==> src/rtl/phbu_consts.svh <==
`ifndef PHBU_CONSTS_SVH
`define PHBU_CONSTS_SVH

// Register byte offsets
`define PHBU_OFS_CTRL       8'h00
`define PHBU_OFS_STATUS     8'h04
`define PHBU_OFS_SEARCHES   8'h08
`define PHBU_OFS_WRITES     8'h0c
`define PHBU_OFS_LAST_PTE   8'h10

// Control field positions and reset values
`define PHBU_CTRL_HIST_EN   0
`define PHBU_CTRL_DC_EN     1
`define PHBU_CTRL_RST       32'h0000_0001

// History bit positions in the page table entry word
`define PHBU_PTE_R_BIT      8
`define PHBU_PTE_C_BIT      7

`endif

==> src/rtl/phbu_pkg.sv <==
package phbu_pkg;

    // One translated access offered by the load/store and fetch units
    typedef struct packed {
        logic        is_instr;     // Fetch side, else data side
        logic        is_store;
        logic        is_touch;     // Cache block or stream touch
        logic        block_hit;    // Mapped by a block translation entry
        logic        direct_store; // Segment is direct-store
        logic        tlb_hit;
        logic        tlb_c;        // Cached changed copy
        logic        store_ok;     // Protection allows, on execution path
        logic [31:0] pte_addr;     // Physical address of the entry word
    } phbu_acc_t;

    // Attributes of the history update accesses
    typedef struct packed {
        logic xlate_off;
        logic write_thru;
        logic inhibit;
        logic coherent;
        logic guarded;
    } phbu_attr_t;

    // Cached translation entry reload
    typedef struct packed {
        logic [31:0] pte_addr;
        logic        r;
        logic        c;
    } phbu_tlb_load_t;

    typedef enum logic [1:0] {
        PHBU_EXT_NONE,
        PHBU_EXT_LINE_FILL,
        PHBU_EXT_SINGLE_READ,
        PHBU_EXT_SINGLE_WRITE
    } phbu_ext_op_t;

    typedef enum logic [1:0] {
        PHBU_IDLE,
        PHBU_READ,
        PHBU_WRITE,
        PHBU_RELOAD
    } phbu_state_t;

endpackage : phbu_pkg

==> src/rtl/phbu_top.sv <==
`timescale 1ns/1ps
`include "phbu_consts.svh"

module phbu_top (
    // Clock and reset
    input  wire logic                   clk,
    input  wire logic                   reset_n,
    // Access offer
    input  wire logic                   acc_valid,
    input  wire phbu_pkg::phbu_acc_t    acc,
    input  wire logic                   instr_translate_enable,
    input  wire logic                   data_translate_enable,
    output logic                        acc_ready,
    output logic                        acc_done,
    // Page table memory port through the data cache
    output logic                        mem_req,
    output logic                        mem_we,
    output logic [31:0]                 mem_addr,
    output logic [31:0]                 mem_wdata,
    output phbu_pkg::phbu_attr_t        mem_attr,
    output phbu_pkg::phbu_ext_op_t      mem_ext_op,
    input  wire logic                   mem_ack,
    input  wire logic [31:0]            mem_rdata,
    input  wire logic                   dc_hit,
    // Cached translation entry reload
    output logic                        tlb_load,
    output phbu_pkg::phbu_tlb_load_t    tlb_load_data,
    // Avalon-MM register slave
    input  wire logic [7:0]             avs_address,
    input  wire logic                   avs_read,
    input  wire logic                   avs_write,
    input  wire logic [31:0]            avs_writedata,
    input  wire logic [3:0]             avs_byteenable,
    output logic [31:0]                 avs_readdata,
    output logic                        avs_waitrequest
);

    phbu_pkg::phbu_state_t    state_r;
    phbu_pkg::phbu_state_t    state_nxt;
    phbu_pkg::phbu_acc_t      acc_r;
    phbu_pkg::phbu_ext_op_t   ext_op_r;
    phbu_pkg::phbu_tlb_load_t tlb_data_r;
    logic                     want_c_r;
    logic                     dc_hit_r;
    logic [31:0]              pte_word_r;
    logic [31:0]              addr_r;
    logic [31:0]              wdata_r;
    logic                     done_r;
    logic                     load_r;
    logic [31:0]              ctrl_r;
    logic [31:0]              searches_r;
    logic [31:0]              writes_r;
    logic [31:0]              last_pte_r;
    logic                     bus_ack_r;
    logic [31:0]              rdata_r;

    // Register bus decode, declared ahead of the counters that use it
    wire logic                reg_req;
    wire logic                reg_wr;
    wire logic                reg_rd;
    wire logic                sel_ctrl;
    wire logic                sel_status;
    wire logic                sel_searches;
    wire logic                sel_writes;
    wire logic                sel_last_pte;

    // Phase decode of the update sequencer
    wire logic                in_idle;
    wire logic                in_read;
    wire logic                in_write;
    wire logic                in_reload;
    wire logic                take_search;

    // Whether an offered access must launch a table search
    function automatic logic needs_search(
        input phbu_pkg::phbu_acc_t a,
        input logic                ien,
        input logic                den,
        input logic                hist_en
    );
        logic xlate;
        xlate = a.is_instr ? ien : den;
        needs_search = 1'b0;
        if (hist_en && xlate && !a.block_hit && !a.direct_store)
        begin
            if (!a.tlb_hit)
                needs_search = 1'b1;
            else if (a.is_store && !a.is_touch && a.store_ok
                     && !a.tlb_c)
                needs_search = 1'b1;
            // Hit with changed set, or a read hit: nothing
        end
    endfunction : needs_search

    // Changed bit wanted only for real, permitted stores
    function automatic logic wants_changed(
        input phbu_pkg::phbu_acc_t a
    );
        wants_changed = a.is_store && !a.is_touch && a.store_ok;
    endfunction : wants_changed

    // Register word select; offsets are byte addresses
    function automatic logic reg_at(
        input logic [7:0] a,
        input logic [7:0] ofs
    );
        reg_at = (a == ofs);
    endfunction : reg_at

    // Offer decode
    wire logic take_acc;
    wire logic search_go;
    assign take_acc  = acc_valid && acc_ready;
    assign search_go = needs_search(acc, instr_translate_enable,
                                    data_translate_enable,
                                    ctrl_r[`PHBU_CTRL_HIST_EN]);

    // Phase tests, shared by several processes
    assign in_idle     = (state_r == phbu_pkg::PHBU_IDLE);
    assign in_read     = (state_r == phbu_pkg::PHBU_READ);
    assign in_write    = (state_r == phbu_pkg::PHBU_WRITE);
    assign in_reload   = (state_r == phbu_pkg::PHBU_RELOAD);
    assign take_search = take_acc && search_go;

    // Merge: only ever set bits, keep every other field as read
    wire logic [31:0] set_mask;
    wire logic [31:0] merged_word;
    wire logic        word_changes;
    assign set_mask = (32'h0000_0001 << `PHBU_PTE_R_BIT)
                    | ({31'h0, want_c_r} << `PHBU_PTE_C_BIT);
    assign merged_word  = mem_rdata | set_mask;
    assign word_changes = (merged_word != mem_rdata);

    // Handshake outputs
    assign acc_ready = in_idle;
    assign mem_req   = in_read || in_write;
    assign mem_we    = in_write;

    // Update accesses: untranslated, cacheable, coherent, not guarded
    assign mem_attr.xlate_off  = 1'b1;
    assign mem_attr.write_thru = 1'b0;
    assign mem_attr.inhibit    = 1'b0;
    assign mem_attr.coherent   = 1'b1;
    assign mem_attr.guarded    = 1'b0;

    // Registered data outputs
    assign mem_addr      = addr_r;
    assign mem_wdata     = wdata_r;
    assign mem_ext_op    = ext_op_r;
    assign acc_done      = done_r;
    assign tlb_load      = load_r;
    assign tlb_load_data = tlb_data_r;

    // External transaction kind for the read of the entry word
    wire phbu_pkg::phbu_ext_op_t rd_op;
    wire phbu_pkg::phbu_ext_op_t wr_op;
    assign rd_op = dc_hit ? phbu_pkg::PHBU_EXT_NONE
                 : ctrl_r[`PHBU_CTRL_DC_EN]
                   ? phbu_pkg::PHBU_EXT_LINE_FILL
                   : phbu_pkg::PHBU_EXT_SINGLE_READ;
    // Line now resident when the cache is on, so the write stays inside
    assign wr_op = (dc_hit_r || ctrl_r[`PHBU_CTRL_DC_EN])
                 ? phbu_pkg::PHBU_EXT_NONE
                 : phbu_pkg::PHBU_EXT_SINGLE_WRITE;

    // Next state
    always_comb
    begin
        state_nxt = state_r;
        case (state_r)
            phbu_pkg::PHBU_IDLE:
                if (take_acc && search_go)
                    state_nxt = phbu_pkg::PHBU_READ;
            phbu_pkg::PHBU_READ:
                if (mem_ack)
                    state_nxt = word_changes ? phbu_pkg::PHBU_WRITE
                                             : phbu_pkg::PHBU_RELOAD;
            phbu_pkg::PHBU_WRITE:
                if (mem_ack)
                    state_nxt = phbu_pkg::PHBU_RELOAD;
            phbu_pkg::PHBU_RELOAD:
                state_nxt = phbu_pkg::PHBU_IDLE;
            default:
                state_nxt = phbu_pkg::PHBU_IDLE;
        endcase
    end

    // State register
    always_ff @(posedge clk)
    begin
        if (!reset_n)
            state_r <= phbu_pkg::PHBU_IDLE;
        else
            state_r <= state_nxt;
    end

    // Capture the access and launch the entry read
    always_ff @(posedge clk)
    begin
        if (!reset_n)
        begin
            acc_r    <= '0;
            want_c_r <= 1'b0;
            addr_r   <= 32'h0000_0000;
        end
        // Held for the whole search, so the caller may change its offer
        else if (take_search)
        begin
            acc_r    <= acc;
            want_c_r <= wants_changed(acc);
            addr_r   <= acc.pte_addr;
        end
    end

    // Transaction kind follows the cache answer of the read phase, held for the write
    always_ff @(posedge clk)
    begin
        if (!reset_n)
        begin
            ext_op_r <= phbu_pkg::PHBU_EXT_NONE;
            dc_hit_r <= 1'b0;
        end
        else if (in_read)
        begin
            ext_op_r <= rd_op;
            dc_hit_r <= dc_hit;
        end
        else if (in_write)
            ext_op_r <= wr_op;
        else
            ext_op_r <= phbu_pkg::PHBU_EXT_NONE;
    end

    // Entry word: read, merge, hold for write back
    always_ff @(posedge clk)
    begin
        if (!reset_n)
        begin
            pte_word_r <= 32'h0000_0000;
            wdata_r    <= 32'h0000_0000;
        end
        else if (in_read && mem_ack)
        begin
            pte_word_r <= merged_word;
            wdata_r    <= merged_word;
        end
    end

    // Reload of the cached entry and access completion
    always_ff @(posedge clk)
    begin
        if (!reset_n)
        begin
            load_r     <= 1'b0;
            done_r     <= 1'b0;
            tlb_data_r <= '0;
        end
        else
        begin
            load_r <= in_reload;
            // Skipped accesses finish one cycle after they are taken
            done_r <= in_reload || (take_acc && !search_go);
            if (in_reload)
            begin
                tlb_data_r.pte_addr <= addr_r;
                tlb_data_r.r        <= 1'b1;
                // Reflects memory, so an earlier changed bit survives
                tlb_data_r.c <= pte_word_r[`PHBU_PTE_C_BIT];
            end
        end
    end

    // Activity counters and last written entry word
    always_ff @(posedge clk)
    begin
        if (!reset_n)
        begin
            searches_r <= 32'h0000_0000;
            writes_r   <= 32'h0000_0000;
            last_pte_r <= 32'h0000_0000;
        end
        else
        begin
            // Hardware count wins over a software clear
            if (take_search)
                searches_r <= searches_r + 32'h0000_0001;
            else if (reg_wr && sel_searches)
                searches_r <= 32'h0000_0000;
            // Only answered write phases count
            if (in_write && mem_ack)
            begin
                writes_r   <= writes_r + 32'h0000_0001;
                last_pte_r <= wdata_r;
            end
            else if (reg_wr && sel_writes)
                writes_r <= 32'h0000_0000;
        end
    end

    // Avalon slave: one wait cycle per request, then the answer
    assign reg_req = (avs_read || avs_write) && !bus_ack_r;
    assign reg_wr  = avs_write && bus_ack_r;
    assign reg_rd  = avs_read && !bus_ack_r;
    assign avs_waitrequest = reg_req;
    assign avs_readdata    = rdata_r;

    // Word selects, shared by the read mux and the write decodes
    assign sel_ctrl     = reg_at(avs_address, `PHBU_OFS_CTRL);
    assign sel_status   = reg_at(avs_address, `PHBU_OFS_STATUS);
    assign sel_searches = reg_at(avs_address, `PHBU_OFS_SEARCHES);
    assign sel_writes   = reg_at(avs_address, `PHBU_OFS_WRITES);
    assign sel_last_pte = reg_at(avs_address, `PHBU_OFS_LAST_PTE);

    // Read mux; unmapped offsets read zero
    wire logic [31:0] status_word;
    wire logic [31:0] rd_mux;
    assign status_word = {29'h0, state_r != phbu_pkg::PHBU_IDLE,
                          state_r};
    assign rd_mux =
        sel_ctrl     ? ctrl_r      :
        sel_status   ? status_word :
        sel_searches ? searches_r  :
        sel_writes   ? writes_r    :
        sel_last_pte ? last_pte_r  :
        32'h0000_0000;

    // Bus handshake and read data
    always_ff @(posedge clk)
    begin
        if (!reset_n)
        begin
            bus_ack_r <= 1'b0;
            rdata_r   <= 32'h0000_0000;
        end
        else
        begin
            bus_ack_r <= reg_req;
            if (reg_rd)
                rdata_r <= rd_mux;
        end
    end

    // Control register: history enable and data cache enable
    always_ff @(posedge clk)
    begin
        if (!reset_n)
            ctrl_r <= `PHBU_CTRL_RST;
        else if (reg_wr && sel_ctrl && avs_byteenable[0])
            ctrl_r <= {30'h0, avs_writedata[1:0]};
    end

endmodule : phbu_top

==> config.mk <==
export PLATFORM = sky130hd
export DESIGN_NAME = phbu_top
export DESIGN_NICKNAME = d
export VERILOG_FILES = /design/src/rtl/phbu_pkg.sv /design/src/rtl/phbu_top.sv
export VERILOG_INCLUDE_DIRS = /design/src /design/src/rtl
export SDC_FILE = /design/constraint.sdc
export NUM_CORES = 1
export LEC_CHECK = 0
export ABC_CLOCK_PERIOD_IN_PS = 2700
export BUFFER_PORTS_ARGS = -buffer_cell sky130_fd_sc_hd__buf_2
export CORE_UTILIZATION = 53
export DETAILED_ROUTE_END_ITERATION = 8
export PLACE_DENSITY = 0.83
export SYNTH_ARGS = -nofsm -noshare
export SYNTH_HDL_FRONTEND = slang
export SYNTH_SLANG_ARGS = --single-unit
==> constraint.sdc <==
create_clock -name clk -period 2.7 [get_ports clk]
set_clock_uncertainty 0.15 [all_clocks]
set_input_delay 0.135 -clock clk [delete_from_list [all_inputs] [get_ports clk]]
set_output_delay 0.135 -clock clk [all_outputs]
set_load 0.05 [all_outputs]
==> results.toml, run 1 <==
[routing]
highest_layer = "met4"
drc = 0
met2_length_um = 15400
first_pass_iters = 8
drt-met1-wl_um = 12680
drtIter0Drc = 1037
drt-wirelength-per-cell_um = 18.21
routed_wl_um = 32490
dr_wl_met3_um = 2760
ant_nets = 0
via_count = 10640
viasPerCell = 5.965

[yosys]
yosysWarnings = 0
synth.largest_area_cell = "dfxtp_1"
yosys-top-cells-area = "dfxtp_1, nand2_1, a21oi_1, nor2_1, mux2i_1"
ys_ff_latch = 237
synthCells = 1248
synth_area_um2 = 10000
seq_area_frac_synth = 0.4743
postSynthAreaPerCell_um2 = 8.016
async_reset_ff_frac = 0
yosys-top-cells-count = "nand2_1, dfxtp_1, a21oi_1"
synth_top_area_frac = 0.4743
yosysMostFrequentCell = "nand2_1"
synth_edf_count = 0
synth.distinct_cells = 65
synthFlopType = "dfxtp_1"

[place]
post-dp-hpwl_um = 19470
port_buffers = 229
routabilityCongestion = 0.9431

[cells_and_area]
drive_gt1_frac = 0.2072
final_core_util = 0.7167
register_area_um2 = 4745
nets = 1668
area_growth_pct = 30.46
multiInputGateArea_um2 = 4901
fillers = 1295

[run]
max-cap-violations = 0

[sta]
setup_violations = 0
fin_crit_sh = 0.9772
max_slew.worst_pin.slew_ps = 627.7
max_freq_mhz = 379.0
min_period_ps = 2638
rsz0062_at_grt = "false"
setup_tns_ps = 0
slew_headroom = 0.5777
hold_viol_final = 0
final_max_slew_viol_count = 0

[global_route]
grt_pass1_wl_um = 52190
first_global_vias = 10200
grt_max_degree = 71
grt_use_total = 0.3289
gr-total-overflow = 0
antenna_found_initial = 1

[power]
p_seq_frac = 0.445
p_int_uw = 5964
irDropWorstVdd_uv = 600.3
netSwitchingPower_uw = 2196
comb_power_share = 0.129
pwr-share-clk = 0.425
sw_frac_of_total = 0.2691
p_leak_uw = 0.005222
powerDensity_nw_per_um2 = 625.2

[clock_network]
postCtsSetupRepairBufs = 0
clk_path_buf_depth = 3
root_buffer = "clkbuf_16"
cts_tree = "done"
cts_sinks = 237
clock_latency_ps = 520
cts-buffers-inserted = 25
htree_num_levels = 1
clkSlewWorstSetupHoldPaths_ps = 60

[die]
die_y_um = 139.4
core-area_um2 = 18210
num_io_pins = 268
row_count = 49
start_util = 0.5494
fp.dieW_um = 139.4
dieArea_um2 = 19430

[setup_path]
path_max_fanout = 3
r2r_slack_ps = 60
critPathTopFamily = "simple AND/OR/NAND/NOR gates"
path_buf_inv = 1
worstSetupStartpointType = "register"
cp-end-kind = "register"
worstPathRequired_ps = 2960
cp.arrival_ps = 2900
crit_type = "register to register"
slowest_stage = "dlygate4sd3_1"
critPathMaxStageDelay_ps = 600
path_cells = "or3b_4, a211oi_1, nand2_1, o2bb2ai_1, dlygate4sd3_1, mux2i_1"

[hold_path]
hold_class = "input port to register"

[outcome]
status = "finished clean"
## stage by stage
stage	instance area, um^2	instances	setup slack [ps]	hold slack, ps	power (uW)
after floorplan	10010	1251	68.07	110.1	4330
after global placement	11360	1655	231.3	211.4	4578
after detailed placement	11360	1655	137.7	230.9	4594
after CTS	13020	1783	79.21	29.48	8118
after global routing	13050	1784	27.52	77.89	8386
final	13050	1784	61.62	77.56	8159
## tightest hold or removal path, delay by kind of cell
| kind | cells | cell delay, ps |
|---|---|---|
| compound gates | 2 | 160 |
| buf+inv | 2 | 270 |
| simple gates | 1 | 130 |
## area by class of cell
| class | count | area share |
|---|---|---|
| well taps | 229 | 0.02196 |
| diodes | 1 | 0.0001918 |
| flip-flops and latches | 237 | 0.3636 |
| repair buffers | 341 | 0.1707 |
| clock buffers | 35 | 0.05542 |
| multi-input cells | 917 | 0.3756 |
| clock inverters | 10 | 0.008437 |
| inverters | 14 | 0.004219 |
## flip-flops by register name, indices dropped and copies added (netlist names), 2 cells and up
name,flops
mem_wdata,32
ctrl_r,2
last_pte_r,32
mem_addr,32
mem_ext_op,2
tlb_load_data,34
searches_r,32
state_r,2
avs_readdata,32
writes_r,32
## final timing paths
check | end | cells after the start | start
max | state_r[1] | 6 | ctrl_r[0]
min | searches_r[9] | 5 | acc[34]
max reg2reg | state_r[1] | 6 | ctrl_r[0]
min reg2reg | avs_readdata[29] | 2 | avs_readdata[29]
## routing by layer
metal,vias to the layer above,GRT usage
li1,4880,-
met1,4985,0.4025
met2,639,0.5554
met3,138,0.05919
met4,0,0.1661
met5,-,0
## placed cells by master (no fill, tap or decap), types with 4 or more instances in the layout
cell type        n
a31oi_1          5
buf_2          229
buf_4           25
o211ai_1        16
and2_1           6
or3_1           13
a21oi_1        133
o211a_1          6
o21ai_0         63
or4_1            5
clkbuf_16       25
and3_1          12
clkinv_2         5
nand4_1         25
conb_1           5
nand2b_1         7
a22oi_1          9
clkbuf_8         6
dlygate4sd3_1   83
inv_1           13
nor2_1         112
clkbuf_1         4
mux2i_1         39
nor4_1           7
xor2_1           4
o31ai_1          9
ha_1             5
nand3_1         39
o21a_1          10
dfxtp_1        237
nor3_1          16
nor2b_1          5
a21o_1          24
nand2_1        289
## power by group through the flow
stage / sequential [uW] / combinational, uW / clock (uW)
floorplan: 3890 / 437 / 0
finish: 3630 / 1060 / 3470
detailed placement: 3710 / 889 / 0
CTS: 3630 / 992 / 3500
global route: 3640 / 1110 / 3640
global placement: 3700 / 876 / 0
## repair_timing
| item | 4_1_cts | 5_1_grt |
|---|---|---|
| endpoints found under the setup margin | 0 | 25 |
| hold buffers | 83 | 0 |
| resized for setup | 0 | 6 |
| endpoints found under the hold margin | 88 | 0 |
## cell families (layout without fill, tap and decap cells)
logic type,Yosys count,count (layout),share of synthesized area
AO/OA/AOI/OAI,295,295,0.1767
XOR/XNOR,7,7,0.006129
adder cells (fa/ha/maj),7,7,0.008755
buffers and inverters,97,400,0.03978
flip-flops,237,237,0.4743
multiplexers,41,41,0.04240
other,2,6,0.0007507
AND/OR/NAND/NOR,562,562,0.2512
Power figures use the tool's default switching activity.
==> inputs of run 2 (changes only) <==
RECOVER_POWER = 100   (was unset)
==> run 2 against run 1 <==
Maximum frequency is 0.99% higher; sequential share of layout area is 0.56 points higher; worst setup slack better by 26 ps; wire length is 0.28% higher; final cell count stayed put; clock power hardly changed; sequential cell count stayed put; critical path depth stayed put; sequential power hardly changed; highest routed layer unchanged.
==> results.toml, run 2 (same netlist as run 1, synthesis figures left out) <==
[clock_network]
postCtsSetupRepairBufs = 0
cts_sinks = 237
root_buffer = "clkbuf_16"
htree_num_levels = 1
clock_latency_ps = 530
clkSlewWorstSetupHoldPaths_ps = 70
cts_tree = "done"
cts-buffers-inserted = 25
clk_path_buf_depth = 3

[global_route]
first_global_vias = 10200
grt_use_met3 = 0.05919
use_met2 = 0.5554
grt_max_degree = 71
grt_pass1_wl_um = 52190
grt-busiest-layer = "met2"
antenna_found_initial = 1
grt_use_total = 0.3289
gr-total-overflow = 0
grtUsageMet1 = 0.4025

[die]
row_count = 49
start_util = 0.5494
dieArea_um2 = 19430
num_io_pins = 268
core-area_um2 = 18210
fp.dieW_um = 139.4
die_y_um = 139.4

[sta]
hold_viol_final = 0
min_period_ps = 2612
setup_violations = 0
slew_headroom = 0.1133
setup_tns_ps = 0
max_slew.worst_pin.slew_ps = 1330
hold_ws_ps = 71.67
final_max_slew_viol_count = 0
fin_crit_sh = 0.9676
rsz0062_at_grt = "false"
max_freq_mhz = 382.8

[setup_path]
rr_startpoint = "ctrl_r[0]"
worstSetupStartpointType = "register"
critPathMaxStageDelay_ps = 610
path_cells = "or3b_4, a211oi_1, nand2_1, o2bb2ai_1, dlygate4sd3_1, mux2i_1"
critPathTopFamily = "simple AND/OR/NAND/NOR gates"
ff2ff_path_depth = 6
slowest_stage = "dlygate4sd3_1"
cp.arrival_ps = 2880
cp-end-kind = "register"
crit_type = "register to register"
path_buf_inv = 1
worstReg2RegEnd = "state_r[1]"
worstPathRequired_ps = 2960
path_max_fanout = 3
r2r_slack_ps = 90

[routing]
drtIter0Drc = 1100
viasPerCell = 5.964
drt-wirelength-per-cell_um = 18.26
drc = 0
ant_nets = 0
via_count = 10640
first_pass_iters = 6
routed_wl_um = 32580

[power]
irDropWorstVdd_uv = 603.3
p_leak_uw = 0.004627
total_power_uw = 8152
powerDensity_nw_per_um2 = 634.3

[cells_and_area]
layout_common_cells = "nand2_1, dfxtp_1, clkbuf_1"
register_area_um2 = 4745
fillers = 1390
largest_reg_flops = 34
final_common_cell = "nand2_1"
drive_gt1_frac = 0.1184
nets = 1668
multiInputGateArea_um2 = 4893
area_growth_pct = 28.47

[run]
max-cap-violations = 0

[place]
port_buffers = 229
post-dp-hpwl_um = 19470
routabilityCongestion = 0.9431

[hold_path]
hold_class = "input port to register"
whs_path_depth = 5
hold_end = "mem_addr[6]"
worstHoldStart = "acc[34]"

[outcome]
status = "finished clean"
-- run 2: changes by cell type in the layout (fill, tap and decap cells not counted), moves of 2 or more --
| cell | previous run | this run |
|---|---|---|
| buf_2 | 229 | 95 |
| clkbuf_1 | 4 | 139 |
| o21ai_0 | 63 | 65 |
| o21ai_1 | 2 | 0 |
| buf_4 | 25 | 22 |
| clkbuf_2 | 0 | 3 |
-- run 2: tightest hold or removal path, stage by stage --
cell,delay [ps]
buf_2,130
a2111oi_4,90
buf_4,210
nand2_1,90
a21oi_1,50
-- run 2: layout make-up --
class                      instances  area share
tap                              229     0.02230
clock buffer                      35     0.05627
inverter                          14    0.004284
antenna                            1   0.0001947
timing repair buffer             341      0.1584
sequential                       237      0.3692
multi-input combinational        917      0.3808
clock inverter                    10    0.008568
-- run 2: power breakdown --
group / internal (uW) / leakage, uW / switching (uW) / total [uW]
sequential: 3570 / 0.00191 / 65.9 / 3630
combinational: 313 / 0.00230 / 721 / 1030
clock: 2060 / 0.000413 / 1420 / 3480
total: 5940 / 0.00463 / 2210 / 8150
-- run 2: metal layers --
| layer | share of wire | vias to the layer above |
|---|---|---|
| li1 | - | 4886 |
| met1 | 0.39 | 4981 |
| met2 | 0.47 | 632 |
| met3 | 0.081 | 140 |
| met4 | 0.052 | 0 |
| met5 | 0 | - |
-- run 2: through the flow --
stage	area, um^2	setup WS [ps]	std cells	utilization
detailed placement	11360	137.7	1655	0.6237
global placement	11360	231.3	1655	0.6237
floorplan	10010	68.07	1251	-
CTS	13020	79.21	1783	0.7151
finish	12850	87.50	1784	0.7058
global route	12850	24.46	1784	0.7058
-- run 2: how the worst max path moves through the flow --
stage	end	slack [ps]	depth (start not counted)	from
floorplan	writes_r[15]	70	7	state_r[0]
global placement	searches_r[27]	230	8	state_r[0]
detailed placement	searches_r[29]	140	8	state_r[0]
CTS	searches_r[29]	80	8	state_r[0]
global route	searches_r[13]	20	9	state_r[0]
finish	state_r[1]	90	6	ctrl_r[0]
-- run 2: what timing repair did --
action | CTS | global route
endpoints found under the hold margin | 88 | 0
resized for setup | 0 | 6
hold buffers | 83 | 0
setup endpoints to repair | 0 | 25
